--- src/pkg/drive_if_pkg.sv ---
/*
 Package for the floppy drive select and status interface: register map,
 field positions, reset values, timing constants and carrier structs.
 Assumes a single 40 MHz clock and an APB register bus.
*/
package drive_if_pkg;

   // APB register byte addresses
   localparam logic [7:0] ctrl_addr   = 8'h00;
   localparam logic [7:0] status_addr = 8'h04;
   localparam logic [7:0] pins_addr   = 8'h08;
   localparam logic [7:0] count_addr  = 8'h0c;

   // Control register fields
   localparam int ctrl_enable_bit   = 0;
   localparam int ctrl_jumper_lsb   = 4;
   localparam int ctrl_jumper_w     = 4;
   localparam logic [31:0] ctrl_reset_value = 32'h0000_0001;

   // Status register fields
   localparam int st_selected_bit   = 0;
   localparam int st_ready_bit      = 1;
   localparam int st_motor_bit      = 2;
   localparam int st_head_load_bit  = 3;
   localparam int st_write_busy_bit = 4;
   localparam int st_protect_bit    = 5;
   localparam int st_track0_bit     = 6;
   localparam int st_door_bit       = 7;
   localparam int st_jumper_err_bit = 8;

   // Read pulse width on the cable
   localparam int  read_pulse_ns     = 200;
   localparam int  clk_period_ns     = 25;
   localparam int  read_pulse_cycles = (read_pulse_ns + clk_period_ns - 1) / clk_period_ns;
   localparam int  pulse_cnt_w       = 4;

   // Number of unit select lines on the cable
   localparam int  unit_count        = 4;

   // Host command lines, already made active high
   typedef struct packed {
      logic head_load_cmd;
      logic motor_on_cmd;
      logic step_direction;
      logic step_cmd;
      logic write_pulses;
      logic write_gate;
      logic head_side_select;
   } host_cmd_type;

   // Drive sensors, active high
   typedef struct packed {
      logic door_closed;
      logic protect_tab;
      logic index_hole;
      logic carriage_home;
      logic read_flux;
      logic stepper_busy;
   } sensor_type;

   // Drive status toward the cable, active low
   typedef struct packed {
      logic ready_n;
      logic sector_index_pulse_n;
      logic track_zero_n;
      logic write_protected_n;
      logic read_pulses_n;
   } status_out_type;

endpackage : drive_if_pkg

--- src/verilog/drive_interface.sv ---
/*
 Drive side of the floppy cable interface: unit select by address jumper,
 gated status and read data, select indicator, door interlock, motor
 control, write mode qualification, head load, plus an APB register file.
 Assumes cable and sensor inputs are asynchronous and get synchronised
 here; APB comes from logic on ref_clk.
*/
// The implementer's own choices: the register addresses and the APB interface to the registers.
// Function
// Door open: motor off, ready negated
// Write protect follows covered notch
// All cable lines are active low
// Host drives inputs, drive drives five outputs
// Respond only to jumper-chosen select line
// Host addresses at most four drives
// Status and read data only when selected
// Indicator lit exactly while selected
// Integrator sets terminators and jumpers
// Motor powered only while motor_run high
// Index pulse from optical hole sensor
// Head signal becomes read pulse stream
// Read pulses suppressed unselected or writing
// Write mode needs gate, unprotected, idle, selected
// Track zero from carriage home switch
// Head load solenoid follows selection
// Ignore other selects and unselected inputs
`timescale 1ns/1ps
`default_nettype none
module drive_interface (
   input  wire logic                     ref_clk,
   input  wire logic                     resetn,
   // APB slave
   input  wire logic                     psel,
   input  wire logic                     penable,
   input  wire logic                     pwrite,
   input  wire logic [7:0]               paddr,
   input  wire logic [31:0]              pwdata,
   output logic      [31:0]              prdata,
   output logic                          pready,
   output logic                          pslverr,
   // Cable inputs, active low
   input  wire logic                     head_load_cmd_n,
   input  wire logic                     unit_select_1_n,
   input  wire logic                     unit_select_2_n,
   input  wire logic                     unit_select_3_n,
   input  wire logic                     unit_select_4_n,
   input  wire logic                     motor_on_cmd_n,
   input  wire logic                     step_direction_n,
   input  wire logic                     step_cmd_n,
   input  wire logic                     write_pulses_n,
   input  wire logic                     write_gate_n,
   input  wire logic                     head_side_select_n,
   // Jumper straps address_jumper_1..4, closed = 1
   input  wire logic [3:0]               address_jumper,
   // Mechanism sensors
   input  wire drive_if_pkg::sensor_type sensors,
   // Cable outputs, active low
   output drive_if_pkg::status_out_type  status_out,
   // Mechanism drives
   output logic                          motor_run,
   output logic                          head_load_solenoid,
   output logic                          select_led,
   output logic                          write_busy,
   output logic                          head_side,
   output logic                          step_dir_out,
   output logic                          step_out,
   output logic                          write_data_out
);
   import drive_if_pkg::*;

   logic [10:0]  cable_n_s;
   logic [3:0]   jumper_s;
   sensor_type   sens_s;
   host_cmd_type cmd;
   logic [3:0]   select_lines;
   logic [3:0]   jumper_r;
   logic         jumper_taken_r;
   logic [1:0]   sync_fill_r;
   logic [31:0]  ctrl_r;
   logic [15:0]  index_count_r;
   logic         index_last_r;
   logic         selected;
   logic         selected_r;
   logic         jumper_err;
   logic         read_pulse;
   logic         write_mode;
   logic         enable;
   logic [3:0]   jumper_eff;
   logic [31:0]  status_word;
   logic         apb_access;
   logic         addr_ok;

   // Cable and sensor inputs through two flip-flops
   pin_sync #(.width(11), .reset_val(11'h7ff)) u_cable_sync (
      .ref_clk  (ref_clk),
      .resetn   (resetn),
      .async_in ({head_load_cmd_n, unit_select_1_n, unit_select_2_n,
                  unit_select_3_n, unit_select_4_n, motor_on_cmd_n,
                  step_direction_n, step_cmd_n, write_pulses_n,
                  write_gate_n, head_side_select_n}),
      .sync_out (cable_n_s)
   );

   pin_sync #(.width(10), .reset_val(10'h000)) u_sense_sync (
      .ref_clk  (ref_clk),
      .resetn   (resetn),
      .async_in ({address_jumper, sensors}),
      .sync_out ({jumper_s, sens_s})
   );

   // Low true cable lines become active high internal levels
   assign cmd.head_load_cmd    = ~cable_n_s[10];
   assign select_lines         = ~{cable_n_s[6], cable_n_s[7],
                                   cable_n_s[8], cable_n_s[9]};
   assign cmd.motor_on_cmd     = ~cable_n_s[5];
   assign cmd.step_direction   = ~cable_n_s[4];
   assign cmd.step_cmd         = ~cable_n_s[3];
   assign cmd.write_pulses     = ~cable_n_s[2];
   assign cmd.write_gate       = ~cable_n_s[1];
   assign cmd.head_side_select = ~cable_n_s[0];

   // Marks when the synchroniser holds real strap levels, not its reset value
   always_ff @(posedge ref_clk or negedge resetn) begin
      if (!resetn) sync_fill_r <= 2'b00;
      else         sync_fill_r <= {sync_fill_r[0], 1'b1};
   end

   // Jumper strap captured once, after both sync stages have filled
   always_ff @(posedge ref_clk or negedge resetn) begin
      if (!resetn) begin
         jumper_r       <= 4'h0;
         jumper_taken_r <= 1'b0;
      end else if (sync_fill_r[1] && !jumper_taken_r) begin
         jumper_r       <= jumper_s;
         jumper_taken_r <= 1'b1;
      end
   end

   // Software may override the strap with a nonzero jumper field
   assign jumper_eff = (ctrl_r[ctrl_jumper_lsb +: ctrl_jumper_w] != 4'h0) ?
                       ctrl_r[ctrl_jumper_lsb +: ctrl_jumper_w] : jumper_r;
   assign enable     = ctrl_r[ctrl_enable_bit];

   // Exactly one jumper must be fitted, otherwise never selected
   assign jumper_err = !(jumper_eff == 4'h1 || jumper_eff == 4'h2 ||
                         jumper_eff == 4'h4 || jumper_eff == 4'h8);

   // Only the chosen select line counts; others are ignored
   assign selected = enable && jumper_taken_r && !jumper_err &&
                     ((select_lines & jumper_eff) != 4'h0);

   always_ff @(posedge ref_clk or negedge resetn) begin
      if (!resetn) selected_r <= 1'b0;
      else         selected_r <= selected;
   end

   // Indicator and head load follow selection
   always_ff @(posedge ref_clk or negedge resetn) begin
      if (!resetn) begin
         select_led         <= 1'b0;
         head_load_solenoid <= 1'b0;
      end else begin
         select_led         <= selected;
         head_load_solenoid <= selected;
      end
   end

   // Motor runs only with door closed and a selected motor command
   always_ff @(posedge ref_clk or negedge resetn) begin
      if (!resetn) motor_run <= 1'b0;
      else         motor_run <= sens_s.door_closed &&
                                selected && cmd.motor_on_cmd;
   end

   // Write mode qualification
   assign write_mode = cmd.write_gate && !sens_s.protect_tab &&
                       !sens_s.stepper_busy && selected;

   always_ff @(posedge ref_clk or negedge resetn) begin
      if (!resetn) write_busy <= 1'b0;
      else         write_busy <= write_mode;
   end

   // Host commands pass to the mechanism only while selected
   always_ff @(posedge ref_clk or negedge resetn) begin
      if (!resetn) begin
         head_side      <= 1'b0;
         step_dir_out   <= 1'b0;
         step_out       <= 1'b0;
         write_data_out <= 1'b0;
      end else begin
         head_side      <= selected && cmd.head_side_select;
         step_dir_out   <= selected && cmd.step_direction;
         step_out       <= selected && cmd.step_cmd && cmd.head_load_cmd
                           ? 1'b1 : selected && cmd.step_cmd;
         write_data_out <= write_mode && cmd.write_pulses;
      end
   end

   // Read flux edges become fixed pulses, held off unselected or writing
   edge_pulse u_read_pulse (
      .ref_clk   (ref_clk),
      .resetn    (resetn),
      .clear     (!selected || write_mode),
      .level_in  (sens_s.read_flux),
      .pulse_out (read_pulse)
   );

   // Cable outputs, negated unless selected
   always_ff @(posedge ref_clk or negedge resetn) begin
      if (!resetn) begin
         status_out <= '1;
      end else begin
         status_out.ready_n              <= !(selected && sens_s.door_closed);
         status_out.sector_index_pulse_n <= !(selected && sens_s.index_hole);
         status_out.track_zero_n         <= !(selected && sens_s.carriage_home);
         status_out.write_protected_n    <= !(selected && sens_s.protect_tab);
         status_out.read_pulses_n        <= !(selected && read_pulse);
      end
   end

   // Index hole counter for software spindle checks
   always_ff @(posedge ref_clk or negedge resetn) begin
      if (!resetn) begin
         index_last_r  <= 1'b0;
         index_count_r <= 16'h0000;
      end else begin
         index_last_r <= sens_s.index_hole;
         if (apb_access && pwrite && paddr == count_addr)
            index_count_r <= 16'h0000;
         else if (sens_s.index_hole && !index_last_r)
            index_count_r <= index_count_r + 16'h0001;
      end
   end

   // APB slave, zero wait states
   assign apb_access = psel && penable;
   assign pready     = 1'b1;
   assign addr_ok    = (paddr == ctrl_addr) || (paddr == status_addr) ||
                       (paddr == pins_addr) || (paddr == count_addr);
   assign pslverr    = apb_access && !addr_ok;

   assign status_word = {23'h000000, jumper_err, !sens_s.door_closed,
                         sens_s.carriage_home, sens_s.protect_tab, write_busy,
                         head_load_solenoid, motor_run,
                         !status_out.ready_n, selected_r};

   // Control register write
   always_ff @(posedge ref_clk or negedge resetn) begin
      if (!resetn) ctrl_r <= ctrl_reset_value;
      else if (apb_access && pwrite && paddr == ctrl_addr)
         ctrl_r <= pwdata & 32'h0000_00f1;
   end

   // Read data registered at setup so it is valid in the access phase
   always_ff @(posedge ref_clk or negedge resetn) begin
      if (!resetn) begin
         prdata <= 32'h0000_0000;
      end else if (psel && !penable && !pwrite) begin
         case (paddr)
            ctrl_addr:   prdata <= ctrl_r;
            status_addr: prdata <= status_word;
            pins_addr:   prdata <= {17'h00000, cable_n_s, jumper_eff};
            count_addr:  prdata <= {16'h0000, index_count_r};
            default:     prdata <= 32'h0000_0000;
         endcase
      end
   end

endmodule : drive_interface
`default_nettype wire

--- src/verilog/edge_pulse.sv ---
/*
 Turns each edge of a synchronised level into a fixed width pulse.
 Assumes the input is already in the ref_clk domain; clear forces idle.
*/
`timescale 1ns/1ps
`default_nettype none
module edge_pulse
   import drive_if_pkg::*;
(
   input  wire logic ref_clk,
   input  wire logic resetn,
   input  wire logic clear,
   input  wire logic level_in,
   output logic      pulse_out
);
   logic                   last_r;
   logic [pulse_cnt_w-1:0] cnt_r;

   // Remember the previous level
   always_ff @(posedge ref_clk or negedge resetn) begin
      if (!resetn) last_r <= 1'b0;
      else         last_r <= level_in;
   end

   // Load width on either edge, count down, hold at zero under clear
   always_ff @(posedge ref_clk or negedge resetn) begin
      if (!resetn) begin
         cnt_r <= '0;
      end else if (clear) begin
         cnt_r <= '0;
      end else if (level_in != last_r) begin
         cnt_r <= pulse_cnt_w'(read_pulse_cycles);
      end else if (cnt_r != '0) begin
         cnt_r <= cnt_r - pulse_cnt_w'(1);
      end
   end

   // Pulse registered so the data output comes from a flip-flop
   always_ff @(posedge ref_clk or negedge resetn) begin
      if (!resetn) pulse_out <= 1'b0;
      else         pulse_out <= (cnt_r != '0) && !clear;
   end
endmodule : edge_pulse
`default_nettype wire

--- src/verilog/pin_sync.sv ---
/*
 Two flip-flop synchroniser for a bundle of asynchronous levels.
 Assumes inputs come from pins outside the ref_clk domain.
*/
`timescale 1ns/1ps
`default_nettype none
module pin_sync #(
   parameter int width       = 1,
   parameter logic [width-1:0] reset_val = '0
) (
   input  wire logic             ref_clk,
   input  wire logic             resetn,
   input  wire logic [width-1:0] async_in,
   output logic      [width-1:0] sync_out
);
   logic [width-1:0] meta_r;

   // First stage feeds only the second stage
   always_ff @(posedge ref_clk or negedge resetn) begin
      if (!resetn) begin
         meta_r   <= reset_val;
         sync_out <= reset_val;
      end else begin
         meta_r   <= async_in;
         sync_out <= meta_r;
      end
   end
endmodule : pin_sync
`default_nettype wire
--- config.mk ---
export PLATFORM = sky130hd
export DESIGN_NAME = drive_interface
export DESIGN_NICKNAME = d
export VERILOG_FILES = /design/src/pkg/drive_if_pkg.sv /design/src/verilog/drive_interface.sv /design/src/verilog/edge_pulse.sv /design/src/verilog/pin_sync.sv
export SDC_FILE = /design/constraint.sdc
export NUM_CORES = 1
export LEC_CHECK = 0
export BUFFER_PORTS_ARGS = -buffer_cell sky130_fd_sc_hd__buf_2
export CAP_MARGIN = 10
export CORE_ASPECT_RATIO = 1.1
export CORE_UTILIZATION = 35
export DETAILED_ROUTE_END_ITERATION = 7
export PLACE_DENSITY = 0.53
export SYNTH_ARGS = -nofsm -noshare
export SYNTH_HDL_FRONTEND = slang
export SYNTH_SLANG_ARGS = --single-unit
--- constraint.sdc ---
create_clock -name ref_clk -period 2.2 [get_ports ref_clk]
set_clock_uncertainty 0.05 [all_clocks]
set_input_delay 0.22 -clock ref_clk [delete_from_list [all_inputs] [get_ports ref_clk]]
set_output_delay 0.22 -clock ref_clk [all_outputs]
set_load 0.005 [all_outputs]
==> results.json <==
{
  "grt.overflow.total": 0,
  "final_common_cell": "dfrtp_1",
  "cts_made_buffers": 9,
  "drt_iter0_drc": 94,
  "relSlewSlack": 0.644,
  "maxCapViolations": 0,
  "totalPowerFinal_uw": 4230,
  "timing.hold.ws_ns": 0.0589,
  "synthArstFlopShare": 1.00,
  "yosysSeqAreaShare": 0.632,
  "criticalPathCategory": "reg -> reg",
  "hp-class": "in -> reg",
  "ys.flop_type": "dfrtp_1",
  "p_leak_uw": 0.00244,
  "critPathRequiredTime_ns": 2.43,
  "final_net_count": 511,
  "wl_per_cell_um": 14.2,
  "die_h_um": 117,
  "grt_max_degree": 53,
  "grt.total_usage": 0.149,
  "drc": 0,
  "avgSynthCellArea_um2": 12.5,
  "ctsRootBufferMaster": "clkbuf_16",
  "ant_nets": 0,
  "ys_types": 46,
  "core.rowCount": 41,
  "min_period_ns": 2.05,
  "tns_ns": 0,
  "ys_seq_elements": 105,
  "p_per_area_nw_per_um2": 797,
  "postCtsSetupRepairBufs": 0,
  "num-fill-cells": 1080,
  "cts_tree": "done",
  "routed-via-count": 2765,
  "worst_slew_pin_slew_ns": 0.534,
  "yosys_warnings": 0,
  "seq_area_um2": 2670,
  "final-setup-viol-count": 0,
  "dp_hpwl_um": 6180,
  "dr.pass1.iters": 4,
  "cp.arrival_ns": 2.28,
  "initial_utilization": 0.363,
  "antenna_found_initial": 0,
  "clock-sinks": 105,
  "io_pins": 113,
  "diodes": 0,
  "syn-instance-count": 338,
  "grt_pass1_wl_um": 13900,
  "portBuffers": 68,
  "critPathCaptureType": "flip-flop",
  "fin_crit_sh": 0.932,
  "final_cell_mix": "dfrtp_1, buf_2, dfstp_2",
  "cts.path.max_buffers": 2,
  "htreeDepth": 3,
  "die_w_um": 107,
  "synth-edff-count": 0,
  "syn-cell-area_um2": 4210,
  "area_delta_synth_final_pct": 26.0,
  "fin_ws_ns": 0.150,
  "path_clk_slew_ns": 0.07,
  "hold_viol_final": 0,
  "critPathLaunchType": "flip-flop",
  "fp.dieArea_um2": 12500,
  "wl_um": 8470,
  "place.gp.congestion": 0.806,
  "grt_pass1_vias": 2724,
  "cp_max_fo": 9,
  "drv_slew": 0,
  "postLayoutCoreUtil": 0.457,
  "pre_cts_slack_ns": -0.00756,
  "drive_gt1_frac": 0.362,
  "rsz0062_at_grt": "no",
  "core-area_um2": 11600,
  "clock.fmax_mhz": 488,
  "ir_drop_uv": 356,
  "viasPerCell": 4.62,
  "clk_latency_ns": 0.34,
  "outcome": "finished, final reports clean",
  "multi_input_area_um2": 1380
}
-- state kept, by name (all words and copies together) (netlist names), 5 cells and up --
name / flops
ctrl_r: 5
index_count_r: 16
prdata: 16
status_out: 5
u_cable_sync.meta_r: 11
u_cable_sync.sync_out: 11
u_sense_sync.meta_r: 10
u_sense_sync.sync_out: 10
-- power breakdown --
group | switching, µW | internal (µW)
Sequential | 157 | 2100
Clock | 703 | 811
Combinational | 214 | 243
-- synthesized netlist by cell type, drive strengths merged, types with 2 or more instances --
cell type | number | area share
nand4 | 3 | 0.0045
mux2i | 8 | 0.019
xnor2 | 5 | 0.010
dfstp | 28 | 0.17
a211oi | 5 | 0.010
a21oi | 8 | 0.0095
nor2 | 25 | 0.022
and4 | 4 | 0.0083
and2 | 3 | 0.0045
nand3 | 9 | 0.011
conb | 2 | 0.0018
or3 | 3 | 0.0045
a22o | 7 | 0.015
or4b | 4 | 0.010
mux2 | 11 | 0.029
nor3 | 5 | 0.0071
mux4 | 4 | 0.021
xor2 | 12 | 0.025
and3 | 7 | 0.010
nor4b | 4 | 0.0083
nand2 | 24 | 0.021
nor2b | 3 | 0.0045
ha | 2 | 0.0059
dfrtp | 77 | 0.46
o21ai | 18 | 0.021
inv | 12 | 0.012
clkbuf | 8 | 0.0071
buf | 25 | 0.043
nor4 | 3 | 0.0045
-- logic make-up (layout without fill, tap and decap cells) --
family,count (synthesis),count (layout),synth area share
DFF,105,105,0.632
and+or+nand+nor,100,100,0.126
buffers and inverters,45,139,0.0618
AOI/OAI and AO/OA,44,44,0.0666
muxes,23,23,0.0698
xor gates and xnor gates,17,17,0.0354
adders and majority gates,2,2,0.00594
other,2,18,0.00178
-- metal layers --
metal | part of all wire | wire, µm | track usage
met1 | 0.47 | 3950 | 0.198
met2 | 0.46 | 3920 | 0.228
met3 | 0.046 | 387 | 0.0449
met4 | 0.025 | 210 | 0.0658
met5 | 0 | 0 | 0
-- layout make-up --
class,instances,area share
inverters,12,0.00944
clock buffers,10,0.0451
well taps,150,0.0354
multi-input cells,204,0.260
clock inverters,6,0.00920
repair buffers,111,0.138
flip-flops and latches,105,0.503
-- metrics by stage --
| stage | instance area [µm²] | cells |
|---|---|---|
| 2_1_floorplan | 4270 | 354 |
| 3_3_place_gp | 4760 | 560 |
| 3_5_place_dp | 4760 | 560 |
| 4_1_cts | 5270 | 598 |
| 5_1_grt | 5300 | 598 |
| 6_report | 5300 | 598 |
-- repair_timing --
item	in CTS	in global routing
gates resized for setup	1	9
pin swaps	0	1
endpoints found under the setup margin	5	15
hold endpoints to repair	45	0
hold buffers	22	0
-- worst paths after layout --
check                                         to      startpoint  depth (start not counted)  slack, ns
max in group asynchronous          status_out[4]          resetn                          3       1.03
hold / removal                         ctrl_r[5]       pwdata[5]                          2       0.06
setup / recovery           u_read_pulse.cnt_r[2]       ctrl_r[4]                          6       0.15
min in group asynchronous             prdata[13]          resetn                          2       0.35
hold reg to reg                   sync_fill_r[1]  sync_fill_r[0]                          0       0.30
setup reg to reg           u_read_pulse.cnt_r[2]       ctrl_r[4]                          6       0.15
-- critical path: stages, from the launching register on --
cell      delay (ns)
dfrtp_2         0.45
or4b_4          0.55
a211oi_1        0.27
o21ai_1         0.13
a21o_4          0.30
inv_6           0.10
and3_1          0.15
No activity file was read; power rests on OpenSTA's default activity.
